## config.mk

```make
export PLATFORM = sky130hd
export DESIGN_NAME = cfs_scan
export DESIGN_NICKNAME = d
export VERILOG_FILES = /design/src/verilog/cfs_scan.v
export VERILOG_INCLUDE_DIRS = /design/src /design/src/verilog
export SDC_FILE = /design/constraint.sdc
export NUM_CORES = 1
export LEC_CHECK = 0
export ABC_AREA = 1
export ABC_CLOCK_PERIOD_IN_PS = 2100
export BUFFER_PORTS_ARGS = -buffer_cell sky130_fd_sc_hd__buf_2
export CAP_MARGIN = 15
export CORE_UTILIZATION = 50
export CTS_BUF_LIST = sky130_fd_sc_hd__clkbuf_8 sky130_fd_sc_hd__clkbuf_16
export DETAILED_ROUTE_END_ITERATION = 10
export PLACE_DENSITY = 0.77
export SYNTH_ARGS = -nofsm -noshare
export SYNTH_HDL_FRONTEND = slang
export SYNTH_SLANG_ARGS = --single-unit
```

## constraint.sdc

```tcl
create_clock -name clk -period 2.1 [get_ports clk]
set_input_delay 0.105 -clock clk [delete_from_list [all_inputs] [get_ports clk]]
set_output_delay 0.105 -clock clk [all_outputs]
set_load 0.05 [all_outputs]
```

## src/verilog/cfs_defs.vh

```
// Purpose: Shared constants for the character field scan unit.
// Assumes: 6-bit characters, 12-bit count field, 15-bit index registers.
// Notes:   Included by the scan unit; definitions only.
`ifndef CFS_DEFS_VH
`define CFS_DEFS_VH

// Operand widths
`define CFS_CHAR_W        6
`define CFS_CNT_W         12
`define CFS_XREG_W        15
`define CFS_SEL_W         2

// Index select flag codes
`define CFS_SEL_NONE      2'h0
`define CFS_SEL_FIRST     2'h1
`define CFS_SEL_SECOND    2'h2
`define CFS_SEL_FIRST_ALT 2'h3

// Exit offsets from the instruction address
`define CFS_EXIT_MISS     3
`define CFS_EXIT_HIT      4

// Zero character code and the codes that must never count as one
`define CFS_ZERO_CHAR     6'h00
`define CFS_NOT_ZERO_A    6'h0a
`define CFS_NOT_ZERO_B    6'h1a
`define CFS_NOT_ZERO_C    6'h2a

// State codes
`define CFS_ST_IDLE       2'h0
`define CFS_ST_READ       2'h1
`define CFS_ST_WAIT       2'h2
`define CFS_ST_DONE       2'h3

`endif

```

## src/verilog/cfs_scan.v

```verilog
// Purpose: Execution logic of the character field scan instructions.
// Assumes: Storage answers each one-cycle read request with a one-cycle
//          acknowledge carrying the character, on the same clock.
// Notes:   One scan at a time; start is ignored while busy.
`timescale 1ns/1ns
`include "cfs_defs.vh"

// Function
// Start address is instruction address field plus selected index register.
// Select 1 or 3 uses first index, 2 uses second, 0 none.
// Scan character is six bits, compared with every searched character.
// Equality search stops on equal character, continues at P plus 4.
// Whole field searched without a find continues at P plus 3.
// Program zeroes second word bits 00-18, third word bits 12-17.
// Delimited forms: program zeroes second word bits 00-18 only.
// On a find, characters searched go to low 12 count bits.
// After a failed search the count equals the search length.
// Upper three count bits are undefined; this unit writes zero there.
// Octal codes 12, 32 and 52 never equal a zero scan character.
// Delimited form stops on delimiting character and exits at P plus 3.
// Scan find and delimit find together: scan wins, exit P plus 4.
// Inequality forms exit P plus 4 on first unequal, else P plus 3.
// Stop at first qualifying character, address moves one per compare.
module cfs_scan #(
  parameter AW = 20,
  parameter PW = 18
) (
  // Clock and reset
  input  wire                      clk,
  input  wire                      nrst,
  // Instruction operands from sequencing
  input  wire                      start,
  input  wire [PW-1:0]             instr_addr,
  input  wire [AW-1:0]             field_addr,
  input  wire [`CFS_SEL_W-1:0]     index_select_flag,
  input  wire [`CFS_XREG_W-1:0]    first_index_reg,
  input  wire [`CFS_XREG_W-1:0]    second_index_reg,
  input  wire [`CFS_CHAR_W-1:0]    scan_char,
  input  wire [`CFS_CHAR_W-1:0]    delimit_char,
  input  wire [`CFS_CNT_W-1:0]     search_len,
  input  wire                      left_to_right,
  input  wire                      unequal_test,
  input  wire                      delimited,
  // Character storage
  output reg                       mem_req,
  output reg  [AW-1:0]             mem_addr,
  input  wire                      mem_ack,
  input  wire [`CFS_CHAR_W-1:0]    mem_rdata,
  // Results to sequencing
  output reg                       busy,
  output reg                       next_instr_fetch,
  output reg  [PW-1:0]             next_addr,
  output reg                       count_we,
  output reg  [`CFS_XREG_W-1:0]    count_index_reg,
  output reg                       found
);

  localparam [1:0] ST_IDLE = `CFS_ST_IDLE;
  localparam [1:0] ST_READ = `CFS_ST_READ;
  localparam [1:0] ST_WAIT = `CFS_ST_WAIT;
  localparam [1:0] ST_DONE = `CFS_ST_DONE;
  localparam [PW-1:0] OFS_MISS = `CFS_EXIT_MISS;
  localparam [PW-1:0] OFS_HIT  = `CFS_EXIT_HIT;

  // Latched operands and scan progress
  reg  [1:0]                state;
  reg  [PW-1:0]             p_addr;
  reg  [`CFS_CHAR_W-1:0]    scan_q;
  reg  [`CFS_CHAR_W-1:0]    delim_q;
  reg  [`CFS_CNT_W-1:0]     len;
  reg  [`CFS_CNT_W-1:0]     done_cnt;
  reg                       dir_up;
  reg                       want_unequal;
  reg                       use_delim;
  reg                       hit;

  // Next values
  reg  [1:0]                next_state;
  reg  [AW-1:0]             next_mem_addr;
  reg                       next_mem_req;
  reg  [`CFS_CNT_W-1:0]     next_done_cnt;
  reg                       next_hit;
  reg                       next_busy;
  reg                       next_fetch;
  reg                       next_count_we;
  reg  [PW-1:0]             next_next_addr;
  reg  [`CFS_XREG_W-1:0]    next_count;

  // Selected index and starting address
  reg  [`CFS_XREG_W-1:0]    index_val;
  wire [AW-1:0]             start_addr;

  // Compare terms on the returned character and the scan position
  wire                      char_eq;
  wire                      delim_eq;
  wire                      scan_find;
  wire                      delim_find;
  wire                      last_char;

  // Index register choice; code 3 aliases the first register.
  // The index is read only in the start cycle, so a change of the
  // index registers while a scan runs leaves its addresses alone.
  // All four codes are decoded; the default also keeps it latch-free.
  always @* begin
    case (index_select_flag)
      `CFS_SEL_FIRST:     index_val = first_index_reg;
      `CFS_SEL_FIRST_ALT: index_val = first_index_reg;
      `CFS_SEL_SECOND:    index_val = second_index_reg;
      default:            index_val = {`CFS_XREG_W{1'b0}};
    endcase
  end

  // Index is zero-extended; sum wraps within the address space
  assign start_addr = field_addr + {{(AW-`CFS_XREG_W){1'b0}}, index_val};

  // Per-bit compare of the returned character with both operands
  genvar                    gi;
  wire [`CFS_CHAR_W-1:0]    scan_bit_eq;
  wire [`CFS_CHAR_W-1:0]    delim_bit_eq;
  wire                      zone_only;
  generate
    for (gi = 0; gi < `CFS_CHAR_W; gi = gi + 1) begin : g_cmp
      assign scan_bit_eq[gi]  = ~(mem_rdata[gi] ^ scan_q[gi]);
      assign delim_bit_eq[gi] = ~(mem_rdata[gi] ^ delim_q[gi]);
    end
  endgenerate

  // Zone-only codes; the full compare already keeps them off zero,
  // the gate guards against a later narrowed compare
  assign zone_only = (mem_rdata == `CFS_NOT_ZERO_A) ||
                     (mem_rdata == `CFS_NOT_ZERO_B) ||
                     (mem_rdata == `CFS_NOT_ZERO_C);

  assign char_eq  = (&scan_bit_eq) &&
                    !(zone_only && scan_q == `CFS_ZERO_CHAR);
  assign delim_eq = (&delim_bit_eq) &&
                    !(zone_only && delim_q == `CFS_ZERO_CHAR);

  // Equal or unequal sense chosen by the instruction
  assign scan_find  = want_unequal ? !char_eq : char_eq;
  assign delim_find = use_delim && delim_eq;
  assign last_char  = (done_cnt + 12'h001) == len;

  // Cycle plan of one scan, counted from the edge that takes start:
  //   +1     READ, busy high, first address already on mem_addr
  //   +2     mem_req pulse; the unit then waits in WAIT for mem_ack
  //   ack    the character is judged at the ack edge itself, so
  //          mem_rdata only has to stand beside mem_ack
  //   ack+1  DONE on a stop, else READ with the address moved
  //   DONE+1 exit pulse with address, count and outcome
  // A zero-length field goes straight to DONE and reads nothing.
  // There is no timeout on mem_ack: storage that never answers
  // leaves the unit busy until reset, as a lost storage cycle
  // would stop the processor anyway.
  // Start is taken in the exit cycle already (state is back to
  // idle), so back-to-back scans lose no cycle.

  // Sequencer: one storage read per character, stop on first find
  always @* begin
    next_state     = state;
    next_mem_addr  = mem_addr;
    next_mem_req   = 1'b0;
    next_done_cnt  = done_cnt;
    next_hit       = hit;
    next_busy      = busy;
    next_fetch     = 1'b0;
    next_count_we  = 1'b0;
    next_next_addr = next_addr;
    next_count     = count_index_reg;
    case (state)
      ST_IDLE: begin
        if (start) begin
          next_busy     = 1'b1;
          next_done_cnt = {`CFS_CNT_W{1'b0}};
          next_hit      = 1'b0;
          next_mem_addr = start_addr;
          if (search_len == {`CFS_CNT_W{1'b0}}) begin
            // Empty field: nothing to read, plain miss
            next_state = ST_DONE;
          end else begin
            next_state = ST_READ;
          end
        end
      end
      ST_READ: begin
        next_mem_req = 1'b1;
        next_state   = ST_WAIT;
      end
      ST_WAIT: begin
        if (mem_ack) begin
          if (scan_find) begin
            // Scan find checked first so it beats a delimit find
            next_hit   = 1'b1;
            next_state = ST_DONE;
          end else if (delim_find) begin
            next_hit   = 1'b0;
            next_state = ST_DONE;
          end else if (last_char) begin
            next_done_cnt = len;
            next_state    = ST_DONE;
          end else begin
            next_done_cnt = done_cnt + 12'h001;
            // One character position per compare in the chosen direction
            if (dir_up) begin
              next_mem_addr = mem_addr + {{(AW-1){1'b0}}, 1'b1};
            end else begin
              next_mem_addr = mem_addr - {{(AW-1){1'b0}}, 1'b1};
            end
            next_state = ST_READ;
          end
        end
      end
      ST_DONE: begin
        next_busy     = 1'b0;
        next_fetch    = 1'b1;
        next_count_we = 1'b1;
        if (hit) begin
          next_next_addr = p_addr + OFS_HIT;
          // Count of characters passed before the find
          next_count = {3'h0, done_cnt};
        end else begin
          next_next_addr = p_addr + OFS_MISS;
          // Full-field miss leaves the count equal to the field length; a delimit stop leaves its position
          next_count = {3'h0, done_cnt};
        end
        next_state = ST_IDLE;
      end
      default: begin
        next_state = ST_IDLE;
        next_busy  = 1'b0;
      end
    endcase
  end

  // Delimit exit is a miss but the count shows where it stopped
  // Upper count bits are driven to zero for a defined value


  // Operands are copied at start so sequencing may fetch on while
  // the scan runs; a few flops traded for no hold requirement.
  // Operand latch, taken only when a scan is accepted
  always @(posedge clk or negedge nrst) begin
    if (!nrst) begin
      p_addr  <= {PW{1'b0}};
      scan_q       <= {`CFS_CHAR_W{1'b0}};
      delim_q      <= {`CFS_CHAR_W{1'b0}};
      len          <= {`CFS_CNT_W{1'b0}};
      dir_up       <= 1'b1;
      want_unequal <= 1'b0;
      use_delim    <= 1'b0;
    end else if (state == ST_IDLE && start) begin
      p_addr  <= instr_addr;
      scan_q       <= scan_char;
      delim_q      <= delimit_char;
      len          <= search_len;
      dir_up       <= left_to_right;
      want_unequal <= unequal_test;
      use_delim    <= delimited;
    end
  end

  // Every output is a flop, so sequencing may take the exit pulse
  // and the new address straight into its own next state without
  // a combinational path back through this unit.
  // State and output registers
  always @(posedge clk or negedge nrst) begin
    if (!nrst) begin
      state            <= ST_IDLE;
      mem_req          <= 1'b0;
      mem_addr         <= {AW{1'b0}};
      done_cnt         <= {`CFS_CNT_W{1'b0}};
      hit              <= 1'b0;
      busy             <= 1'b0;
      next_instr_fetch <= 1'b0;
      next_addr        <= {PW{1'b0}};
      count_we         <= 1'b0;
      count_index_reg  <= {`CFS_XREG_W{1'b0}};
      found            <= 1'b0;
    end else begin
      state            <= next_state;
      mem_req          <= next_mem_req;
      mem_addr         <= next_mem_addr;
      done_cnt         <= next_done_cnt;
      hit              <= next_hit;
      busy             <= next_busy;
      next_instr_fetch <= next_fetch;
      next_addr        <= next_next_addr;
      count_we         <= next_count_we;
      count_index_reg  <= next_count;
      // Outcome flag stands beside the exit address until the next scan's exit
      if (state == ST_DONE) begin
        found <= hit;
      end
    end
  end

endmodule

```

==> flow_summary.json, run 1 <==
{
  "status": "complete, but fails checks",
  "violations": "setup timing",
  "grt_max_degree": 68,
  "netlist_top_cells_area": "dfrtp_1 (36%), nand2_1 (17%), nand3_1 (7.6%), ha_1 (5.8%), inv_1 (4.7%)",
  "dpl_cell_area_um2": 9500,
  "async_reset_ff_share_pct": 100,
  "wl_per_cell_um": 15.8,
  "die_h_um": 127,
  "min_period_ns": 2.22,
  "synth.largest_area_cell": "dfrtp_1",
  "max_slew_margin_pct": 65.4,
  "die_w_um": 127,
  "dp_slack_ns": -0.143,
  "htreeDepth": 4,
  "route.met2.wl_um": 12400,
  "path_clk_slew_ns": 0.06,
  "period_share_pct": 106,
  "cp.required_ns": 2.46,
  "dp.cells": 1509,
  "drt-met1-wl_um": 10500,
  "fin_skew_ns": 0.0128,
  "cts_buffer_depth": 2,
  "routabilityCongestion": 0.880,
  "drt-initial-drc-count": 759,
  "synth_top_cell_area_share_pct": 36.3,
  "mostFrequentLayoutCell": "nand2_1",
  "crit_path_end_kind": "register",
  "layout_common_cells": "nand2_1 (302), buf_2 (160), dfrtp_1 (113)",
  "syn2layout_area_growth_pct": 44.5,
  "die-area_um2": 16100,
  "total_power_mw": 17.8,
  "startpoint_type": "register",
  "largest_register_ffs": 20,
  "worstPathArrival_ns": 2.57,
  "clkLatencyLatePin_ns": 0.42,
  "drc_errors": 0,
  "synthCells": 1092,
  "regMostFlops": "mem_addr",
  "ant_nets": 0,
  "powerDensity_nw_per_um2": 1580,
  "ys_warn_count": 0,
  "drv_slew": 0,
  "ys_seq_area_share_pct": 36.7,
  "crit_type": "register to register",
  "grt_antenna_before_repair": 2,
  "cts_tree": "yes",
  "tightest_slew_ns": 0.519,
  "grt_pass1_vias": 8356,
  "detailed_place_hpwl_um": 16200,
  "synth_top_flop_cell": "dfrtp_1",
  "grt-ovfl-total": 0,
  "num_vias": 8679,
  "cts_sinks": 114,
  "finalInstanceArea_um2": 11200,
  "viasPerCell": 5.44,
  "clockRootBuffer": "clkbuf_16",
  "portBuffers": 161,
  "r2r_slack_ns": -0.12,
  "p_leak_nw": 5.84,
  "worst-path-max-fanout": 5,
  "fin_nets": 1538,
  "first_pass_iters": 5,
  "fillers": 1080,
  "row_count": 45,
  "hold_class": "input port to register",
  "rsz0062_at_grt": "yes",
  "setup_slack_ns": -0.117,
  "wl_met3_um": 1670,
  "syn_area_um2": 7780,
  "synth_edf_count": 0,
  "top_layer": "met4",
  "reg_top3": "mem_addr (20), next_addr (18), p_addr (18)",
  "irDropWorstVdd_mv": 0.983,
  "grt_pass1_wl_um": 39900,
  "final_util_pct": 74.0,
  "ys_types": 36,
  "drt-total-wl_um": 25200,
  "timing.fmax_mhz": 451,
  "setup_violations": 20,
  "grt_util_all_layers_pct": 31.2,
  "syn_area_per_cell_um2": 7.13,
  "synth_seq_cells": 114,
  "initial_core_util_pct": 51.2,
  "numCtsBuffers": 17,
  "fin_cells": 1596,
  "ios": 165,
  "drv_cap": 0,
  "hold_violations": 0,
  "drive_gt1_share_pct": 31.1,
  "core-area_um2": 15200
}
layout make-up:
cell class	count	area [um^2]	area share (%)
diodes	2	5.00	0.0445
clock buffers	17	425	3.78
clock inverters	15	174	1.55
inverters	100	378	3.36
multi-input cells	846	4950	44.1
flip-flops and latches	114	2850	25.4
well taps	188	235	2.09
repair buffers	314	2220	19.7
report_power, final:
part           internal (mW)  total [mW]  switching [mW]  leakage (nW)
logic                   4.41        10.9            6.47          4.15
clock network           1.78        2.96            1.18         0.286
registers               3.10        3.96           0.861          1.40
synthesized netlist by cell type, types with 2 or more instances:
| cell | instances |
|---|---|
| o22ai_1 | 2 |
| o31ai_1 | 2 |
| xor2_1 | 27 |
| nand3b_1 | 12 |
| fa_1 | 2 |
| buf_2 | 9 |
| nor3_1 | 8 |
| xnor3_1 | 2 |
| xnor2_1 | 5 |
| a21oi_1 | 64 |
| nand4_1 | 12 |
| nand2_1 | 343 |
| nor4_1 | 4 |
| o21ai_0 | 52 |
| mux2_2 | 26 |
| nand3_1 | 118 |
| nor2_2 | 2 |
| nor2_1 | 96 |
| o21ai_1 | 14 |
| inv_2 | 3 |
| clkbuf_1 | 18 |
| ha_1 | 36 |
| dfrtp_1 | 113 |
| a21o_1 | 4 |
| buf_4 | 6 |
| inv_1 | 97 |
| o21bai_1 | 6 |
logic make-up after synthesis:
kind of cell,count (synthesis),share of synthesized area [%]
and+or+nand+nor,598,32.2
other,1,0.0482
muxes,26,3.76
DFF,114,36.7
AOI/OAI and AO/OA,147,9.97
buffers and inverters,134,6.90
adders and majority gates,38,6.30
xor gates and xnor gates,34,4.18
path summary, 6_finish.rpt:
| path | startpoint | to | cells after the start |
|---|---|---|---|
| worst min-delay path | start | state[1] | 5 |
| max in group asynchronous | nrst | len[11] | 3 |
| worst min register to register | count_index_reg[3] | count_index_reg[3] | 2 |
| worst max register to register | dir_up | mem_addr[19] | 14 |
| min in group asynchronous | nrst | mem_addr[14] | 2 |
| worst max-delay path | dir_up | mem_addr[19] | 14 |
critical path, stage by stage, from the launching register on:
cell and delay (ns):
dfstp_2 0.55, inv_4 0.07, buf_12 0.15, buf_8 0.14
ha_4 0.26, a21o_1 0.20, nand3_1 0.07, nand2_1 0.08
nor2_2 0.13, nand3_1 0.11, nand2_1 0.08, nand3_1 0.06
nand2_1 0.08, nand3_1 0.09, nand2_1 0.08
routing by layer:
metal	up-vias	GRT usage [%]
met4	0	10.6
li1	4196	-
met5	-	0
met2	345	53.6
met3	53	4.85
met1	4085	40.2
metrics by stage:
| step | hold slack (ns) | TNS (ns) |
|---|---|---|
| after global placement | -0.0599 | -0.420 |
| after CTS | 0.0298 | -0.803 |
| after detailed placement | -0.0574 | -1.24 |
| final | 0.0379 | -1.56 |
| after floorplan | -0.191 | -0.593 |
| after global routing | 0.0647 | -4.57 |
what timing repair did:
item	4_1_cts	5_1_grt
pin swaps	20	19
setup endpoints to repair	20	33
setup buffers	3	1
hold buffers	47	0
hold endpoints to repair	159	0
resized for setup	53	73
cloned	2	1
No activity file was read; power rests on OpenSTA's default activity.
==> run 2, diff against run 1 <==
--- a/config.mk
+++ b/config.mk
@@ -7,13 +7,14 @@
 export NUM_CORES = 1
 export LEC_CHECK = 0
 export ABC_AREA = 1
-export ABC_CLOCK_PERIOD_IN_PS = 2100
+export ABC_CLOCK_PERIOD_IN_PS = 2700
 export BUFFER_PORTS_ARGS = -buffer_cell sky130_fd_sc_hd__buf_2
 export CAP_MARGIN = 15
-export CORE_UTILIZATION = 50
+export CORE_UTILIZATION = 60
 export CTS_BUF_LIST = sky130_fd_sc_hd__clkbuf_8 sky130_fd_sc_hd__clkbuf_16
 export DETAILED_ROUTE_END_ITERATION = 10
-export PLACE_DENSITY = 0.77
+export PLACE_DENSITY = 0.87
+export SKIP_CTS_REPAIR_TIMING = 1
 export SYNTH_ARGS = -nofsm -noshare
 export SYNTH_HDL_FRONTEND = slang
 export SYNTH_SLANG_ARGS = --single-unit
==> constraint.sdc (replaced) <==
create_clock -name clk -period 2.7 [get_ports clk]
set_input_delay 0.135 -clock clk [delete_from_list [all_inputs] [get_ports clk]]
set_output_delay 0.135 -clock clk [all_outputs]
set_load 0.05 [all_outputs]
==> run 2 against run 1 <==
Against the previous run:
- the run ends with hold timing left
- global-route usage is 2.5 points higher
- total power is 32% lower
- non-clock buffer count is 90 lower
- clock power is 16% lower
- critical path type unchanged
==> flow_summary.json, run 2 (synthesis results as in run 1) <==
{
  "detailed_place_hpwl_um": 15700,
  "period_share_pct": 97.4,
  "clkLatencyLatePin_ns": 0.43,
  "grt_antenna_before_repair": 1,
  "reg_top3": "mem_addr (20), next_addr (18), p_addr (18)",
  "hold_violations": 1,
  "fin_skew_ns": 0.0158,
  "min_period_ns": 2.63,
  "row_count": 41,
  "cpPeakStageDelay_ns": 0.57,
  "ant_nets": 0,
  "grt_pass1_wl_um": 35100,
  "finalInstanceArea_um2": 9910,
  "cts_buffer_depth": 2,
  "slowest_stage": "dfstp_2",
  "irDropWorstVdd_mv": 0.868,
  "powerDensity_nw_per_um2": 1220,
  "htreeDepth": 4,
  "whs_ns": -0.00138,
  "violations": "hold timing",
  "grt_pass1_vias": 7596,
  "path_cells": "clkinvlp_4 > buf_2 > buf_4 > ha_1 > nand3_1 > nand3_1 > nand3_1 > nand2_1 > nand3b_1 > nand2_1 > nand2_1 > nand3_1 > nand2_1 > nand3_1 > nand2_1",
  "tightest_slew_ns": 0.832,
  "crit_type": "register to register",
  "routabilityCongestion": 0.901,
  "drive_gt1_share_pct": 19.1,
  "layout_common_cells": "nand2_1 (342), buf_2 (161), nand3_1 (118)",
  "portBuffers": 161,
  "mostFrequentLayoutCell": "nand2_1",
  "status": "complete, but fails checks",
  "first_pass_iters": 8,
  "cp.required_ns": 3.01,
  "p_leak_nw": 5.33,
  "clockRootBuffer": "clkbuf_16",
  "worstPathArrival_ns": 2.94,
  "drc_errors": 0,
  "max_slew_margin_pct": 44.5,
  "grt-ovfl-total": 0,
  "numCtsBuffers": 17,
  "total_power_mw": 12.1,
  "worst-path-max-fanout": 6,
  "startpoint_type": "register",
  "tns_ns": 0,
  "dpl_cell_area_um2": 8830,
  "syn2layout_area_growth_pct": 27.4,
  "grt_util_all_layers_pct": 33.7,
  "wl_per_cell_um": 15.6,
  "grt_max_degree": 61,
  "regMostFlops": "mem_addr",
  "core-area_um2": 12600,
  "drv_slew": 0,
  "ios": 165,
  "largest_register_ffs": 20,
  "fin_nets": 1448,
  "path_clk_slew_ns": 0.06,
  "die_w_um": 116,
  "timing.fmax_mhz": 380,
  "cts_sinks": 114,
  "drt-total-wl_um": 23200,
  "initial_core_util_pct": 61.7,
  "viasPerCell": 5.57,
  "cts_tree": "yes",
  "drt-initial-drc-count": 715,
  "hold_class": "input port to register",
  "die_h_um": 116,
  "die-area_um2": 13400,
  "num_vias": 8293,
  "crit_path_end_kind": "register",
  "setup_violations": 0,
  "drv_cap": 0
}
[run 2: path summary, 6_finish.rpt]
check,start,endpoint,slack (ns),cells past startpoint
max in group asynchronous,nrst,next_addr[13],1.57,3
min in group asynchronous,nrst,use_delim,0.35,2
worst min register to register,next_addr[7],next_addr[7],0.48,2
worst max-delay path,dir_up,mem_addr[15],0.07,15
worst min-delay path,search_len[9],len[9],-0.001,3
worst max register to register,dir_up,mem_addr[15],0.07,15
[run 2: through the flow]
stage,util [%],setup WS (ns),instances
6_report,78.6,0.0697,1489
5_1_grt,78.6,-0.0532,1489
4_1_cts,75.1,0.123,1444
3_5_place_dp,70.0,0.0846,1412
3_3_place_gp,70.0,0.172,1412
2_1_floorplan,-,0.423,1094
[run 2: worst max-delay path, delay by kind of cell (launching register included)]
kind                       cells  cell delay (ns)
DFF                            1             0.57
and+or+nand+nor               11             1.13
adders and majority gates      1             0.29
buffers and inverters          3             0.52
[run 2: layer usage]
metal  GRT usage, %  share of wire (%)  vias to the layer above
li1               -                  -                     4009
met1           42.1                 40                     3818
met2           56.4                 49                      395
met3           6.64                7.1                       71
met4           15.4                3.5                        0
met5              0                  0                        -
[run 2: final cells by class]
class / instances / area (um^2)
sequential: 114 / 2850
inverter: 100 / 379
multi-input combinational: 846 / 4410
tap: 172 / 215
fill: 908 / 2710
timing repair buffer: 224 / 1400
clock buffer: 19 / 453
antenna: 1 / 2.50
clock inverter: 13 / 195
[run 2: power breakdown]
part	leakage [nW]	internal, mW	total [mW]	switching [mW]
clock	0.328	1.67	2.49	0.817
combinational	3.61	2.13	6.51	4.38
sequential	1.40	2.41	3.05	0.639
total	5.33	6.22	12.1	5.83
